`src/logic/sfb_pkg.sv`:
```
package sfb_pkg;
    // register byte offsets
    localparam logic [7:0] OFF_CTRL = 8'h00;
    localparam logic [7:0] OFF_INSTR = 8'h04;
    localparam logic [7:0] OFF_FP = 8'h08;
    localparam logic [7:0] OFF_SP = 8'h0c;
    localparam logic [7:0] OFF_LIMIT = 8'h10;
    localparam logic [7:0] OFF_STAT = 8'h14;
    localparam logic [7:0] OFF_MASK = 8'h18;
    localparam logic [7:0] OFF_FCODE = 8'h1c;
    localparam logic [7:0] OFF_IP = 8'h20;
    // instruction encoding
    localparam logic [7:0] OPC_FRAME = 8'hc8;
    localparam int INSTR_OPC_LSB = 0;
    localparam int INSTR_SIZE_LSB = 8;
    localparam int INSTR_DEPTH_LSB = 24;
    localparam logic [31:0] INSTR_LEN = 32'h0000_0004;
    localparam logic [31:0] STEP_32 = 32'h0000_0004;
    localparam logic [31:0] STEP_16 = 32'h0000_0002;
    // control bit positions
    localparam int CTRL_START = 0;
    localparam int CTRL_STK32 = 1;
    localparam int CTRL_OP32 = 2;
    localparam int CTRL_PROT = 3;
    // status bit positions
    localparam int ST_DONE = 0;
    localparam int ST_SSF = 1;
    localparam int ST_PGF = 2;
    localparam int ST_BADOP = 3;
    localparam int ST_BUSY = 8;
    localparam int NUM_EV = 4;
    // values after reset
    localparam logic [31:0] RST_WORD = 32'h0000_0000;
    localparam logic [31:0] RST_LIMIT = 32'hffff_ffff;
    localparam logic [3:0] RST_MASK = 4'h0;

    typedef enum logic [2:0] {
        S_IDLE,
        S_PUSH_FP,
        S_RD_DISP,
        S_PUSH_DISP,
        S_PUSH_TMP,
        S_FINISH
    } sfb_state_e;

    typedef struct packed {
        logic req;
        logic we;
        logic wide;
        logic [31:0] addr;
        logic [31:0] wdata;
    } sfb_mem_s;
endpackage

```
`src/logic/sfb_frame_builder.sv`:
```
`timescale 1ns/100ps
module sfb_frame_builder
    import sfb_pkg::*;
(
    input wire logic pclk, // core clock
    input wire logic presetn, // async reset
    input wire logic ce, // clock enable
    input wire logic psel, // apb select
    input wire logic penable, // apb enable
    input wire logic pwrite, // apb write
    input wire logic [7:0] paddr, // apb address
    input wire logic [31:0] pwdata, // apb write data
    output logic [31:0] prdata, // apb read data
    output logic pready, // apb ready
    output logic pslverr, // apb error
    output sfb_mem_s mem, // stack memory request
    input wire logic mem_ack, // memory done
    input wire logic [31:0] mem_rdata, // memory read data
    input wire logic mem_fault, // paging fault with ack
    input wire logic [31:0] mem_fault_code, // paging fault code
    output logic irq // interrupt level
);
    sfb_state_e state;
    logic stk32;
    logic op32;
    logic prot;
    logic [31:0] instr;
    logic [31:0] fp;
    logic [31:0] sp;
    logic [31:0] limit;
    logic [31:0] ip;
    logic [31:0] fcode;
    logic [31:0] wfp;
    logic [31:0] wsp;
    logic [31:0] tmp;
    logic [31:0] disp;
    logic [4:0] depth;
    logic [4:0] cnt;
    logic [NUM_EV-1:0] sticky;
    logic [NUM_EV-1:0] mask;

    function automatic logic [31:0] ptr(input logic [31:0] old,
        input logic [31:0] nv, input logic s32);
        ptr = s32 ? nv : {old[31:16], nv[15:0]};
    endfunction

    function automatic logic [31:0] adr(input logic [31:0] p,
        input logic s32);
        adr = s32 ? p : {16'h0000, p[15:0]};
    endfunction

    // apb decode
    wire logic setup = psel && !penable;
    wire logic acc = psel && penable && pready;
    wire logic wr = acc && pwrite && !pslverr;
    wire logic rd = acc && !pwrite && !pslverr;
    wire logic hit_ctrl = paddr == OFF_CTRL;
    wire logic hit_instr = paddr == OFF_INSTR;
    wire logic hit_fp = paddr == OFF_FP;
    wire logic hit_sp = paddr == OFF_SP;
    wire logic hit_limit = paddr == OFF_LIMIT;
    wire logic hit_stat = paddr == OFF_STAT;
    wire logic hit_mask = paddr == OFF_MASK;
    wire logic hit_fcode = paddr == OFF_FCODE;
    wire logic hit_ip = paddr == OFF_IP;
    wire logic mapped = hit_ctrl || hit_instr || hit_fp || hit_sp
        || hit_limit || hit_stat || hit_mask || hit_fcode || hit_ip;
    wire logic idle = state == S_IDLE;
    wire logic busy = !idle;
    wire logic [31:0] ctrl_rd = {28'h0000000, prot, op32, stk32, 1'b0};
    wire logic [31:0] stat_rd = {23'h000000, busy, 4'h0, sticky};
    wire logic [31:0] rdata_mux =
        hit_ctrl ? ctrl_rd :
        hit_instr ? instr :
        hit_fp ? fp :
        hit_sp ? sp :
        hit_limit ? limit :
        hit_stat ? stat_rd :
        hit_mask ? {28'h0000000, mask} :
        hit_fcode ? fcode :
        hit_ip ? ip : RST_WORD;
    wire logic wr_reg = wr && idle;

    // instruction fields
    wire logic [7:0] opc = instr[INSTR_OPC_LSB +: 8];
    wire logic [15:0] size = instr[INSTR_SIZE_LSB +: 16];
    wire logic [4:0] lvl = instr[INSTR_DEPTH_LSB +: 5];
    wire logic bad = opc != OPC_FRAME;
    wire logic start_req = wr && hit_ctrl && pwdata[CTRL_START] && idle;

    // datapath
    wire logic [31:0] step = op32 ? STEP_32 : STEP_16;
    wire logic [31:0] push_sp = ptr(wsp, wsp - step, stk32);
    wire logic [31:0] disp_fp = ptr(wfp, wfp - step, stk32);
    wire logic [31:0] new_sp = ptr(tmp, tmp - {16'h0000, size}, stk32);
    wire logic [31:0] new_fp = ptr(fp, tmp, stk32);
    wire logic ssf = prot && adr(new_sp, stk32) > limit;
    wire logic mem_go = mem.req && mem_ack;
    wire logic mem_st = state == S_PUSH_FP || state == S_RD_DISP
        || state == S_PUSH_DISP || state == S_PUSH_TMP;
    wire logic rd_st = state == S_RD_DISP;
    wire logic [31:0] req_addr = rd_st ? adr(disp_fp, stk32)
        : adr(push_sp, stk32);
    wire logic [31:0] req_data =
        state == S_PUSH_FP ? wfp :
        state == S_PUSH_DISP ? disp :
        tmp;
    wire logic fin = state == S_FINISH;

    // sticky events
    logic [NUM_EV-1:0] ev;
    assign ev[ST_DONE] = fin && !ssf;
    assign ev[ST_SSF] = fin && ssf;
    assign ev[ST_PGF] = mem_go && mem_fault;
    assign ev[ST_BADOP] = start_req && bad;
    // clear only what the read returned; later events survive
    wire logic [NUM_EV-1:0] clr =
        (rd && hit_stat) ? prdata[NUM_EV-1:0] : '0;
    wire logic [NUM_EV-1:0] next_sticky = (sticky & ~clr) | ev;

    always_ff @(posedge pclk or negedge presetn) begin
        if (!presetn) begin
            pready <= 1'b0;
            pslverr <= 1'b0;
            prdata <= RST_WORD;
        end else if (ce) begin
            pready <= setup;
            pslverr <= setup && !mapped;
            if (setup) begin
                prdata <= mapped ? rdata_mux : RST_WORD;
            end
        end
    end

    always_ff @(posedge pclk or negedge presetn) begin
        if (!presetn) begin
            stk32 <= 1'b0;
            op32 <= 1'b0;
            prot <= 1'b0;
            instr <= RST_WORD;
            limit <= RST_LIMIT;
            mask <= RST_MASK;
        end else if (ce) begin
            if (wr_reg && hit_ctrl) begin
                stk32 <= pwdata[CTRL_STK32];
                op32 <= pwdata[CTRL_OP32];
                prot <= pwdata[CTRL_PROT];
            end
            if (wr_reg && hit_instr) begin
                instr <= pwdata;
            end
            if (wr_reg && hit_limit) begin
                limit <= pwdata;
            end
            if (wr && hit_mask) begin
                mask <= pwdata[NUM_EV-1:0];
            end
        end
    end

    always_ff @(posedge pclk or negedge presetn) begin
        if (!presetn) begin
            sticky <= '0;
            irq <= 1'b0;
            fcode <= RST_WORD;
        end else if (ce) begin
            sticky <= next_sticky;
            irq <= |(next_sticky & mask);
            if (ev[ST_PGF]) begin
                fcode <= mem_fault_code;
            end else if (ev[ST_SSF]) begin
                fcode <= RST_WORD;
            end
        end
    end

    always_ff @(posedge pclk or negedge presetn) begin
        if (!presetn) begin
            fp <= RST_WORD;
            sp <= RST_WORD;
            ip <= RST_WORD;
        end else if (ce) begin
            if (fin && !ssf) begin
                fp <= new_fp;
                sp <= new_sp;
                ip <= ip + INSTR_LEN;
            end else begin
                if (wr_reg && hit_fp) begin
                    fp <= pwdata;
                end
                if (wr_reg && hit_sp) begin
                    sp <= pwdata;
                end
                if (wr_reg && hit_ip) begin
                    ip <= pwdata;
                end
            end
        end
    end

    // sequencer and stack memory port
    always_ff @(posedge pclk or negedge presetn) begin
        if (!presetn) begin
            state <= S_IDLE;
            mem <= '0;
            wfp <= RST_WORD;
            wsp <= RST_WORD;
            tmp <= RST_WORD;
            disp <= RST_WORD;
            depth <= 5'h00;
            cnt <= 5'h00;
        end else if (ce) begin
            if (mem_st && !mem.req) begin
                mem <= '{1'b1, !rd_st, op32, req_addr, req_data};
            end else if (mem_go) begin
                mem.req <= 1'b0;
            end
            case (state)
                S_IDLE: begin
                    if (start_req && !bad) begin
                        state <= S_PUSH_FP;
                        wfp <= fp;
                        wsp <= sp;
                        depth <= lvl;
                        cnt <= lvl - 5'h01;
                    end
                end
                S_PUSH_FP: begin
                    if (mem_go) begin
                        wsp <= push_sp;
                        tmp <= push_sp;
                        if (mem_fault) begin
                            state <= S_IDLE;
                        end else if (depth == 5'h00) begin
                            state <= S_FINISH;
                        end else if (cnt == 5'h00) begin
                            state <= S_PUSH_TMP;
                        end else begin
                            state <= S_RD_DISP;
                        end
                    end
                end
                S_RD_DISP: begin
                    if (mem_go) begin
                        wfp <= disp_fp;
                        disp <= mem_rdata;
                        state <= mem_fault ? S_IDLE : S_PUSH_DISP;
                    end
                end
                S_PUSH_DISP: begin
                    if (mem_go) begin
                        wsp <= push_sp;
                        cnt <= cnt - 5'h01;
                        if (mem_fault) begin
                            state <= S_IDLE;
                        end else if (cnt == 5'h01) begin
                            state <= S_PUSH_TMP;
                        end else begin
                            state <= S_RD_DISP;
                        end
                    end
                end
                S_PUSH_TMP: begin
                    if (mem_go) begin
                        wsp <= push_sp;
                        state <= mem_fault ? S_IDLE : S_FINISH;
                    end
                end
                S_FINISH: begin
                    state <= S_IDLE;
                end
                default: begin
                    state <= S_IDLE;
                end
            endcase
        end
    end
endmodule

```
`config.mk`:
```
export PLATFORM = sky130hd
export DESIGN_NAME = sfb_frame_builder
export DESIGN_NICKNAME = d
export VERILOG_FILES = /design/src/logic/sfb_pkg.sv /design/src/logic/sfb_frame_builder.sv
export SDC_FILE = /design/constraint.sdc
export NUM_CORES = 1
export LEC_CHECK = 0
export BUFFER_PORTS_ARGS = -buffer_cell sky130_fd_sc_hd__buf_4
export CORE_MARGIN = 2
export CORE_UTILIZATION = 52
export CTS_CLUSTER_DIAMETER = 60
export DETAILED_ROUTE_END_ITERATION = 7
export PLACE_DENSITY = 0.71
export SLEW_MARGIN = 20
export SYNTH_ARGS = -nofsm -noshare
export SYNTH_HDL_FRONTEND = slang
export SYNTH_SLANG_ARGS = --single-unit
```
`constraint.sdc`:
```
create_clock -name pclk -period 5.6 [get_ports pclk]
set_clock_uncertainty 0.1 [all_clocks]
set_input_delay 1.12 -clock pclk [delete_from_list [all_inputs] [get_ports pclk]]
set_output_delay 1.12 -clock pclk [all_outputs]
set_load 0.01 [all_outputs]
```
Word-level counts from Yosys, hierarchy flattened --
Cells that the tools add are included.
Storage, ports and cells: output and inout port bits 102, register bits 446, input port bits 112, word-level logic and storage cells 196
Cells by class: reduce and logical (&&, ||, !) cells 81, muxes and demuxes 54, add/sub/neg operators 6, equal/unequal tests 22, bitwise logic cells 4, order comparisons 1
Operator list (count):
- $mux W32 | 32
- $pmux W32 S2 | 2
- $sub A32 B3 Y32 | 2
- $mux W3 | 12
- $add A32 B3 Y32 const B | 1
- $eq A8 B5 Y1 const B | 4
- $gt A32 B32 Y1 | 1
- $sub A32 B16 Y32 | 1
- $logic_and A1 B1 Y1 | 28
- $reduce_and A2 Y1 | 11
- $eq A8 B4 Y1 const B | 2
- $reduce_bool A2 Y1 | 8
- $pmux W3 S5 | 1
- $reduce_and A3 Y1 | 4
- $reduce_and A4 Y1 | 3
- $logic_or A1 B1 Y1 | 11
- $logic_not A5 Y1 | 2
- $mux W5 | 2
- $ne A2 B2 Y1 const B | 5
- $pmux W5 S2 | 1
- $sub A5 B1 Y5 const B | 2
- $logic_not A1 Y1 | 9
- $and A4 B4 Y4 | 2
- $eq A8 B3 Y1 const B | 1
- other kinds (17) | 21

Depth between registers and ports, before layout --
Gate-level depths: netlist of run 1.
depth after elaboration 11, mapped depth 23, mapped depth without buffers 20

Worst setup path after synthesis of run 1 --
Ideal clock, no wire load.
path type register -> register, start register tmp[0], end register sp[29], arrival time 4684 ps, cell stages (with the launch flop) 23, period minus slack after synthesis 4909 ps, buffers on the path 2, setup time 125 ps, slack 691 ps, cells stage by stage dfrtp_1 -> inv_1 -> ha_1 -> inv_1 -> fa_1 -> a211oi_1 -> o21ai_0 -> o41ai_1 -> a211o_1 -> nand3_1 -> xnor2_1 -> and2_1 -> ha_1 -> nand4_1 -> or4_1 -> and2_1 -> a32o_1 -> a21o_1 -> buf_2 -> buf_2 -> nor2_1 -> a21oi_1 -> mux2_2
Between the ends: longest elaborated chain between the ends 9
Ends and longest elaborated chain:
- start: declaration | line sfb_frame_builder.sv:35 | logic [31:0] tmp;
- start signal: assignment | line sfb_frame_builder.sv:231 | tmp <= push_sp;
- $sub A32 B16 Y32 * | line sfb_frame_builder.sv:95 | wire logic [31:0] new_sp = ptr(tmp, tmp - {16'h0000, size}, stk32);
- $mux W32 * | line sfb_frame_builder.sv:44 | ptr = s32 ? nv : {old[31:16], nv[15:0]};
- $mux W32 | line sfb_frame_builder.sv:49 | adr = s32 ? p : {16'h0000, p[15:0]};
- $gt A32 B32 Y1 | line sfb_frame_builder.sv:97 | wire logic ssf = prot && adr(new_sp, stk32) > limit;
- $logic_and A1 B1 Y1 | line sfb_frame_builder.sv:97
- $logic_not A1 Y1 | line sfb_frame_builder.sv:183 | if (fin && !ssf) begin
- $logic_and A1 B1 Y1 | line sfb_frame_builder.sv:183
- $reduce_bool A2 Y1 (no line)
- $reduce_and A2 Y1 (no line)
- end signal: assignment | line sfb_frame_builder.sv:185 | sp <= new_sp;
- end signal: assignment | line sfb_frame_builder.sv:192 | sp <= pwdata;
- end: declaration | line sfb_frame_builder.sv:29 | logic [31:0] sp;
Every way passes the cells marked *; elsewhere a longest branch is shown, timed or not. A chain may end at the register's enable or synchronous reset.

Worst setup path after layout of run 1 --
start register tmp[2], end register ip[30]
Between the ends: longest elaborated chain between the ends 9
Ends and longest elaborated chain:
- $sub A32 B16 Y32 * | line sfb_frame_builder.sv:95
- $mux W32 * | line sfb_frame_builder.sv:44
- $mux W32 * | line sfb_frame_builder.sv:49
- $gt A32 B32 Y1 * | line sfb_frame_builder.sv:97
- $logic_and A1 B1 Y1 * | line sfb_frame_builder.sv:97
- $logic_not A1 Y1 * | line sfb_frame_builder.sv:183
- $logic_and A1 B1 Y1 * | line sfb_frame_builder.sv:183
- $reduce_bool A2 Y1 (no line)
- $reduce_and A2 Y1 (no line)
- end signal: assignment | line sfb_frame_builder.sv:186 | ip <= ip + INSTR_LEN;
- end signal: assignment | line sfb_frame_builder.sv:195 | ip <= pwdata;
- end: declaration | line sfb_frame_builder.sv:31 | logic [31:0] ip;
Marks and branches as above.

==> flow_metrics.env, run 1 <==
export IMPL_cts_sinks=446
export IMPL_synthesized_instance_count=2774
export IMPL_max_clock_freq_ghz=0.187
export IMPL_clock_latency_ns=0.62
export IMPL_via_count=21800
export IMPL_area_growth_syn_to_layout_pct=17.2
export IMPL_worst_hold_path_type="register to register"
export IMPL_most_common_layout_cells="sky130_fd_sc_hd__nand2_1, sky130_fd_sc_hd__dfrtp_1, sky130_fd_sc_hd__o21ai_0, sky130_fd_sc_hd__buf_4, sky130_fd_sc_hd__nor2_1"
export IMPL_viasPerCell=6.09
export IMPL_first_pass_grt_wire_length_um=120000
export IMPL_largest_net_degree_at_the_start_of_global_routing=136
export IMPL_path_class="register to register"
export IMPL_dieHeight_um=221
export IMPL_ys_types=91
export IMPL_die_ar_um2=49000
export IMPL_holdBufCountCts=0
export IMPL_fin_nets=3106
export IMPL_totalNegativeSetupSlack_ns=0
export IMPL_synth_seq_cells=446
export IMPL_global_route_usage_total=0.311
export IMPL_detail_route_wl_per_cell_um=21.5
export IMPL_yosys_top_cells_area="sky130_fd_sc_hd__dfrtp_1, sky130_fd_sc_hd__nand2_1, sky130_fd_sc_hd__o21ai_0"
export IMPL_drv_slew=0
export IMPL_drc=15
export IMPL_clock_root_buffer="sky130_fd_sc_hd__clkbuf_16"
export IMPL_detail_route_wirelength_um=76900
export IMPL_cts_tree="yes"
export IMPL_drive_above_1_share=0.178
export IMPL_share_seq_of_total_power=0.375
export IMPL_fin_hold_ws_ns=0.382
export IMPL_power_density_nw_per_um2=519
export IMPL_final_fill_count=4024
export IMPL_worst_ep_required_time_ns=5.98
export IMPL_cts_clk_slew_worst_paths_ns=0.06
export IMPL_drtPass1Iterations=8
export IMPL_p_leak_uw=0.0134
export IMPL_synth_enable_flop_cells=0
export IMPL_min_delay_path_depth=2
export IMPL_fp_coreArea_um2=46700
export IMPL_route_antenna_remaining_nets=0
export IMPL_register_area_share_after_synthesis=0.456
export IMPL_gp_routability_congestion=1.05
export IMPL_ctsHtreeMaxLevel=2
export IMPL_netlist_area_um2=24600
export IMPL_initial_core_util=0.527
export IMPL_std_cell_rows=79
export IMPL_power_frac_comb=0.385
export IMPL_initial_antenna_violation_count=2
export IMPL_boundaryPins=214
export IMPL_vdd_ir_drop_worst_v=0.000242
export IMPL_maxSlewHeadroom=0.272
export IMPL_synth_nets=2945
export IMPL_ys_async_sr_fraction=1.00
export IMPL_numPortBuffers=213
export IMPL_multi_input_comb_area_um2=12400
export IMPL_p_clk_frac=0.240
export IMPL_critPathLaunchType="register"
export IMPL_synth_main_ff_cell="sky130_fd_sc_hd__dfrtp_1"
export IMPL_synth_area_leader_cell="sky130_fd_sc_hd__dfrtp_1"
export IMPL_cts_buffers_inserted=52
export IMPL_layout_cells_most_common="sky130_fd_sc_hd__nand2_1"
export IMPL_hpwlAfterDp_um=56300
export IMPL_crit_path_dat_ns=5.73
export IMPL_reg2regPathDepth=19
export IMPL_switching_share=0.407
export IMPL_maxCapViolations=0
export IMPL_synth_largest_type_area_fraction=0.421
export IMPL_ctsLongestPathBuffers=3
export IMPL_endpoint_kind="register"
export IMPL_final_period_minus_worst_setup_slack_ns=5.35
export IMPL_netSwitchingPower_uw=6080
export IMPL_finalHoldViolCount=0
export IMPL_cellInternalPower_uw=8860
export IMPL_die_width_um=221
export IMPL_first_global_vias=20600
export IMPL_avgSynthCellArea_um2=8.86
export IMPL_seq_area_um2=11200
export IMPL_antenna_diodes=0
export IMPL_worst_slew_pin_slew_ns=1.09
export IMPL_setup_violations=0
export IMPL_timing_final_crit_share=0.955
export IMPL_crit_fanout=21
export IMPL_drt_iter0_markers=2699
export IMPL_grt_overflow_total=0
export IMPL_violations="DRC"
export IMPL_ys_warnings_count=0
export IMPL_run_status="finished with violations"
==> sequential cells by signal (all words and copies together) (netlist names), 32 cells and up <==
name	cells
fcode	32
fp	32
disp	32
wsp	32
sp	32
tmp	32
prdata	32
ip	32
wfp	32
limit	32
instr	32
mem	67
==> critical path: stages, from the launching register on <==
cell and delay [ns]:
sky130_fd_sc_hd__dfrtp_1 0.47, sky130_fd_sc_hd__ha_1 0.41, sky130_fd_sc_hd__o211ai_1 0.21, sky130_fd_sc_hd__a21oi_1 0.10, sky130_fd_sc_hd__o21ai_0 0.39, sky130_fd_sc_hd__o21ai_2 0.20
sky130_fd_sc_hd__a2111oi_1 0.46, sky130_fd_sc_hd__xnor2_1 0.21, sky130_fd_sc_hd__nor2_1 0.09, sky130_fd_sc_hd__ha_1 0.36, sky130_fd_sc_hd__nand4_1 0.15, sky130_fd_sc_hd__or4_4 0.58
sky130_fd_sc_hd__and2_1 0.18, sky130_fd_sc_hd__a32o_1 0.27, sky130_fd_sc_hd__a21oi_2 0.18, sky130_fd_sc_hd__buf_6 0.19, sky130_fd_sc_hd__and2_1 0.17, sky130_fd_sc_hd__buf_8 0.18
sky130_fd_sc_hd__a21oi_1 0.05, sky130_fd_sc_hd__o2bb2a_1 0.30
==> worst paths after layout <==
path	startpoint	to	slack [ns]
worst max-delay path	tmp[2]$_DFFE_PN0P_	ip[30]$_DFFE_PN0P_	0.25
worst min-delay path	mem[16]$_DFFE_PN0P_	mem[16]$_DFFE_PN0P_	0.38
worst max register to register	tmp[2]$_DFFE_PN0P_	ip[30]$_DFFE_PN0P_	0.25
worst min register to register	mem[16]$_DFFE_PN0P_	mem[16]$_DFFE_PN0P_	0.38
max in group asynchronous	presetn	prdata[16]$_DFFE_PN0P_	3.81
min in group asynchronous	presetn	mem[64]$_DFFE_PN0P_	0.40
==> repair_timing <==
| item | in CTS | in global routing |
|---|---|---|
| setup endpoints to repair | 0 | 128 |
| gates resized for setup | 0 | 17 |
| buffers inserted | 0 | 1 |
==> Yosys cell counts (22+ instances only) <==
library cell,number
sky130_fd_sc_hd__a31oi_1,24
sky130_fd_sc_hd__clkbuf_1,120
sky130_fd_sc_hd__mux2_2,72
sky130_fd_sc_hd__a21oi_1,221
sky130_fd_sc_hd__dfrtp_1,414
sky130_fd_sc_hd__nand3_1,53
sky130_fd_sc_hd__xnor2_1,44
sky130_fd_sc_hd__a22o_1,37
sky130_fd_sc_hd__nand2_1,450
sky130_fd_sc_hd__o22ai_1,69
sky130_fd_sc_hd__ha_1,56
sky130_fd_sc_hd__nand4_1,26
sky130_fd_sc_hd__nor2_1,223
sky130_fd_sc_hd__xor2_1,39
sky130_fd_sc_hd__nor3_1,39
sky130_fd_sc_hd__o21ai_0,293
sky130_fd_sc_hd__buf_2,35
sky130_fd_sc_hd__a22oi_1,22
sky130_fd_sc_hd__dfstp_2,32
sky130_fd_sc_hd__inv_1,91
sky130_fd_sc_hd__mux2i_1,85
==> logic make-up (layout without fill, tap and decap cells) <==
kind of cell	Yosys count	in the layout	share of synthesized area
and+or+nand+nor	939	939	0.173
adders and majority gates	60	60	0.0314
muxes	157	157	0.0676
xor gates and xnor gates	83	83	0.0296
DFF	446	446	0.456
AOI/OAI and AO/OA	819	819	0.198
buffers and inverters	270	474	0.0448
==> power groups by stage <==
stage               clock [µW]  combinational, µW  sequential (µW)
floorplan                    0               3980             5170
global placement             0               5450             5530
detailed placement           0               5630             5590
CTS                       3630               5670             5550
global route              3760               6410             5730
finish                    3590               5750             5600
==> area by class of cell <==
type,instances,area share
Clock buffer,75,0.0538
Clock inverter,22,0.00942
Inverter,92,0.0120
Multi-Input combinational cell,2058,0.430
Sequential cell,446,0.389
Tap cell,607,0.0264
Timing Repair Buffer,285,0.0793
==> metal layers <==
metal | global-route usage | routed length (µm) | part of all wire
met1 | 0.474 | 35400 | 0.46
met2 | 0.447 | 32000 | 0.42
met3 | 0.0522 | 6990 | 0.091
met4 | 0.111 | 2500 | 0.033
met5 | 0 | 19 | 0.00025
==> stage by stage <==
step                instances  setup WS [ns]  total power (µW)  instance area [µm²]  utilization
finish                   3585          0.250             14900                28800        0.617
floorplan                2774          0.691              9160                24600            -
global route             3585       -0.00848             15900                28800        0.617
global placement         3487          0.179             11000                26900        0.577
CTS                      3584         0.0172             14800                28700        0.616
detailed placement       3487         0.0523             11200                26900        0.577
Power figures use the tool's default switching activity.
==> inputs of run 2 (changes only) <==
Settings changed: RECOVER_POWER set to 100.
==> run 2 against run 1 <==
Compared with the run above:
- the flow finishes with violations (DRC, capacitance limit, slew limit)
- critical path depth is the same
- worst setup slack gained 0.0069 ns
- core utilization shrank 1.1 points
- die area is the same
- first-iteration DRC count shrank 5.9%
- global-route usage is the same
- largest cell class unchanged
- largest power group is now registers
- highest routed layer unchanged
==> flow_metrics.env, run 2 (synthesis gave the netlist of run 1 again) <==
export IMPL_worst_path_buf_inv=2
export IMPL_worst_slew_pin_slew_ns=4.07
export IMPL_post_layout_cell_count=3585
export IMPL_drc=15
export IMPL_initial_antenna_violation_count=2
export IMPL_critPathLaunchType="register"
export IMPL_most_common_layout_cells="sky130_fd_sc_hd__nand2_1, sky130_fd_sc_hd__dfrtp_1, sky130_fd_sc_hd__o21ai_0, sky130_fd_sc_hd__nor2_1, sky130_fd_sc_hd__a21oi_1"
export IMPL_fp_coreArea_um2=46700
export IMPL_drt_iter0_markers=2539
export IMPL_clock_latency_ns=0.61
export IMPL_holdBufCountCts=0
export IMPL_antenna_diodes=0
export IMPL_drive_above_1_share=0.135
export IMPL_die_width_um=221
export IMPL_layout_core_utilization=0.607
export IMPL_vdd_ir_drop_worst_v=0.000240
export IMPL_maxCapViolations=8
export IMPL_viasPerCell=6.12
export IMPL_global_route_usage_total=0.311
export IMPL_run_status="finished with violations"
export IMPL_fin_nets=3106
export IMPL_timing_final_crit_share=0.954
export IMPL_placed_instances=3487
export IMPL_cts_tree="yes"
export IMPL_ctsHtreeMaxLevel=2
export IMPL_cts_clk_slew_worst_paths_ns=0.06
export IMPL_layout_cell_area_non_filler_um2=28300
export IMPL_crit_path_dat_ns=5.72
export IMPL_gp_routability_congestion=1.05
export IMPL_boundaryPins=214
export IMPL_grt_overflow_total=0
export IMPL_crit_fanout=21
export IMPL_seq_area_um2=11200
export IMPL_first_global_vias=20600
export IMPL_dieHeight_um=221
export IMPL_netSwitchingPower_uw=6070
export IMPL_series_of_cell_instances_along_the_critical_path="ha_1 -> o211ai_1 -> a21oi_1 -> o21ai_0 -> o21ai_2 -> a2111oi_1 -> xnor2_1 -> nor2_1 -> ha_1 -> nand4_1 -> or4_4 -> and2_1 -> a32o_1 -> a21oi_2 -> buf_6 -> and2_1 -> buf_8 -> a21oi_1 -> o2bb2a_1"
export IMPL_area_growth_syn_to_layout_pct=15.1
export IMPL_path_delay_family="compound AO/OA/AOI/OAI gates"
export IMPL_worst_path_largest_cell_delay_ns=0.58
export IMPL_power_frac_comb=0.378
export IMPL_detail_route_wl_per_cell_um=21.5
export IMPL_worst_ep_required_time_ns=5.98
export IMPL_via_count=21900
export IMPL_violations="DRC, capacitance limit, slew limit"
export IMPL_final_fill_count=4156
export IMPL_initial_core_util=0.527
export IMPL_maxSlewHeadroom=-1.72
export IMPL_cellInternalPower_uw=8700
export IMPL_largest_register_ffs=67
export IMPL_cts_sinks=446
export IMPL_p_leak_uw=0.0129
export IMPL_route_antenna_remaining_nets=0
export IMPL_std_cell_rows=79
export IMPL_cts_buffers_inserted=52
export IMPL_worst_hold_path_type="register to register"
export IMPL_path_class="register to register"
export IMPL_detail_route_wirelength_um=77100
export IMPL_numPortBuffers=213
export IMPL_ctsLongestPathBuffers=3
export IMPL_largest_net_degree_at_the_start_of_global_routing=136
export IMPL_r2r_slack_ns=0.26
export IMPL_layout_cells_most_common="sky130_fd_sc_hd__nand2_1"
export IMPL_reg_with_most_ffs="mem"
export IMPL_die_ar_um2=49000
export IMPL_place_area_um2=26900
export IMPL_critPathSlowestCell="sky130_fd_sc_hd__or4_4"
export IMPL_clock_root_buffer="sky130_fd_sc_hd__clkbuf_16"
export IMPL_drv_slew=475
export IMPL_finalHoldViolCount=0
export IMPL_final_period_minus_worst_setup_slack_ns=5.34
export IMPL_p_clk_frac=0.243
export IMPL_switching_share=0.411
export IMPL_multi_input_comb_area_um2=12400
export IMPL_drtPass1Iterations=8
export IMPL_totalNegativeSetupSlack_ns=0
export IMPL_share_seq_of_total_power=0.379
export IMPL_endpoint_kind="register"
export IMPL_setup_violations=0
export IMPL_max_clock_freq_ghz=0.187
export IMPL_first_pass_grt_wire_length_um=120000
export IMPL_hpwlAfterDp_um=56300
export IMPL_power_density_nw_per_um2=522
[run 2: cell count changes in the layout (fill, tap and decap cells not counted), moves of 13 or more]
cell	previous run	this run
sky130_fd_sc_hd__o21ai_0	291	304
sky130_fd_sc_hd__buf_4	272	151
sky130_fd_sc_hd__o21ai_1	22	9
sky130_fd_sc_hd__clkbuf_1	9	126
[run 2: what timing repair did]
item	CTS	global route
gates resized for setup	0	17
setup endpoints to repair	0	128
setup buffers	0	1
[run 2: power by group through the flow]
stage / combinational (µW) / clock [µW] / sequential (µW)
3_3_place_gp: 5450 / 0 / 5530
2_1_floorplan: 3980 / 0 / 5170
6_report: 5580 / 3590 / 5600
3_5_place_dp: 5630 / 0 / 5590
5_1_grt: 6240 / 3760 / 5730
4_1_cts: 5670 / 3630 / 5550
[run 2: cell type report]
cell class	instances	share of cell area
timing repair buffer	285	0.0642
inverter	92	0.0122
clock buffer	75	0.0548
sequential	446	0.396
multi-input combinational	2058	0.437
tap	607	0.0268
clock inverter	22	0.00959
[run 2: final timing paths]
check / from / to / depth (start not counted)
setup / recovery: tmp[2]$_DFFE_PN0P_ / ip[30]$_DFFE_PN0P_ / 19
hold / removal: mem[16]$_DFFE_PN0P_ / mem[16]$_DFFE_PN0P_ / 2
setup reg to reg: tmp[2]$_DFFE_PN0P_ / ip[30]$_DFFE_PN0P_ / 19
hold reg to reg: mem[16]$_DFFE_PN0P_ / mem[16]$_DFFE_PN0P_ / 2
max in group asynchronous: presetn / instr[27]$_DFFE_PN0P_ / 2
min in group asynchronous: presetn / mem[64]$_DFFE_PN0P_ / 1
[run 2: routing by layer]
metal  GRT usage  vias up  part of all wire
met2       0.447     1012              0.42
met3      0.0522      134             0.090
met5           0        -           0.00025
li1            -    10100                 -
met4       0.111        2             0.032
met1       0.474    10600              0.46
[run 2: worst reg2reg max path, stage by stage, from the launching register on]
cell and delay (ns):
sky130_fd_sc_hd__dfrtp_1 0.48, sky130_fd_sc_hd__ha_1 0.41, sky130_fd_sc_hd__o211ai_1 0.21, sky130_fd_sc_hd__a21oi_1 0.10, sky130_fd_sc_hd__o21ai_0 0.39, sky130_fd_sc_hd__o21ai_2 0.20
sky130_fd_sc_hd__a2111oi_1 0.44, sky130_fd_sc_hd__xnor2_1 0.20, sky130_fd_sc_hd__nor2_1 0.09, sky130_fd_sc_hd__ha_1 0.36, sky130_fd_sc_hd__nand4_1 0.15, sky130_fd_sc_hd__or4_4 0.58
sky130_fd_sc_hd__and2_1 0.18, sky130_fd_sc_hd__a32o_1 0.27, sky130_fd_sc_hd__a21oi_2 0.18, sky130_fd_sc_hd__buf_6 0.18, sky130_fd_sc_hd__and2_1 0.17, sky130_fd_sc_hd__buf_8 0.18
sky130_fd_sc_hd__a21oi_1 0.06, sky130_fd_sc_hd__o2bb2a_1 0.30
[run 2: metrics by stage]
step	total power [µW]	worst slack [ns]	hold slack, ns
2_1_floorplan	9160	0.691	0.364
3_3_place_gp	11000	0.179	0.368
3_5_place_dp	11200	0.0523	0.371
4_1_cts	14800	0.0172	0.386
5_1_grt	15700	-0.00804	0.401
6_report	14800	0.257	0.379
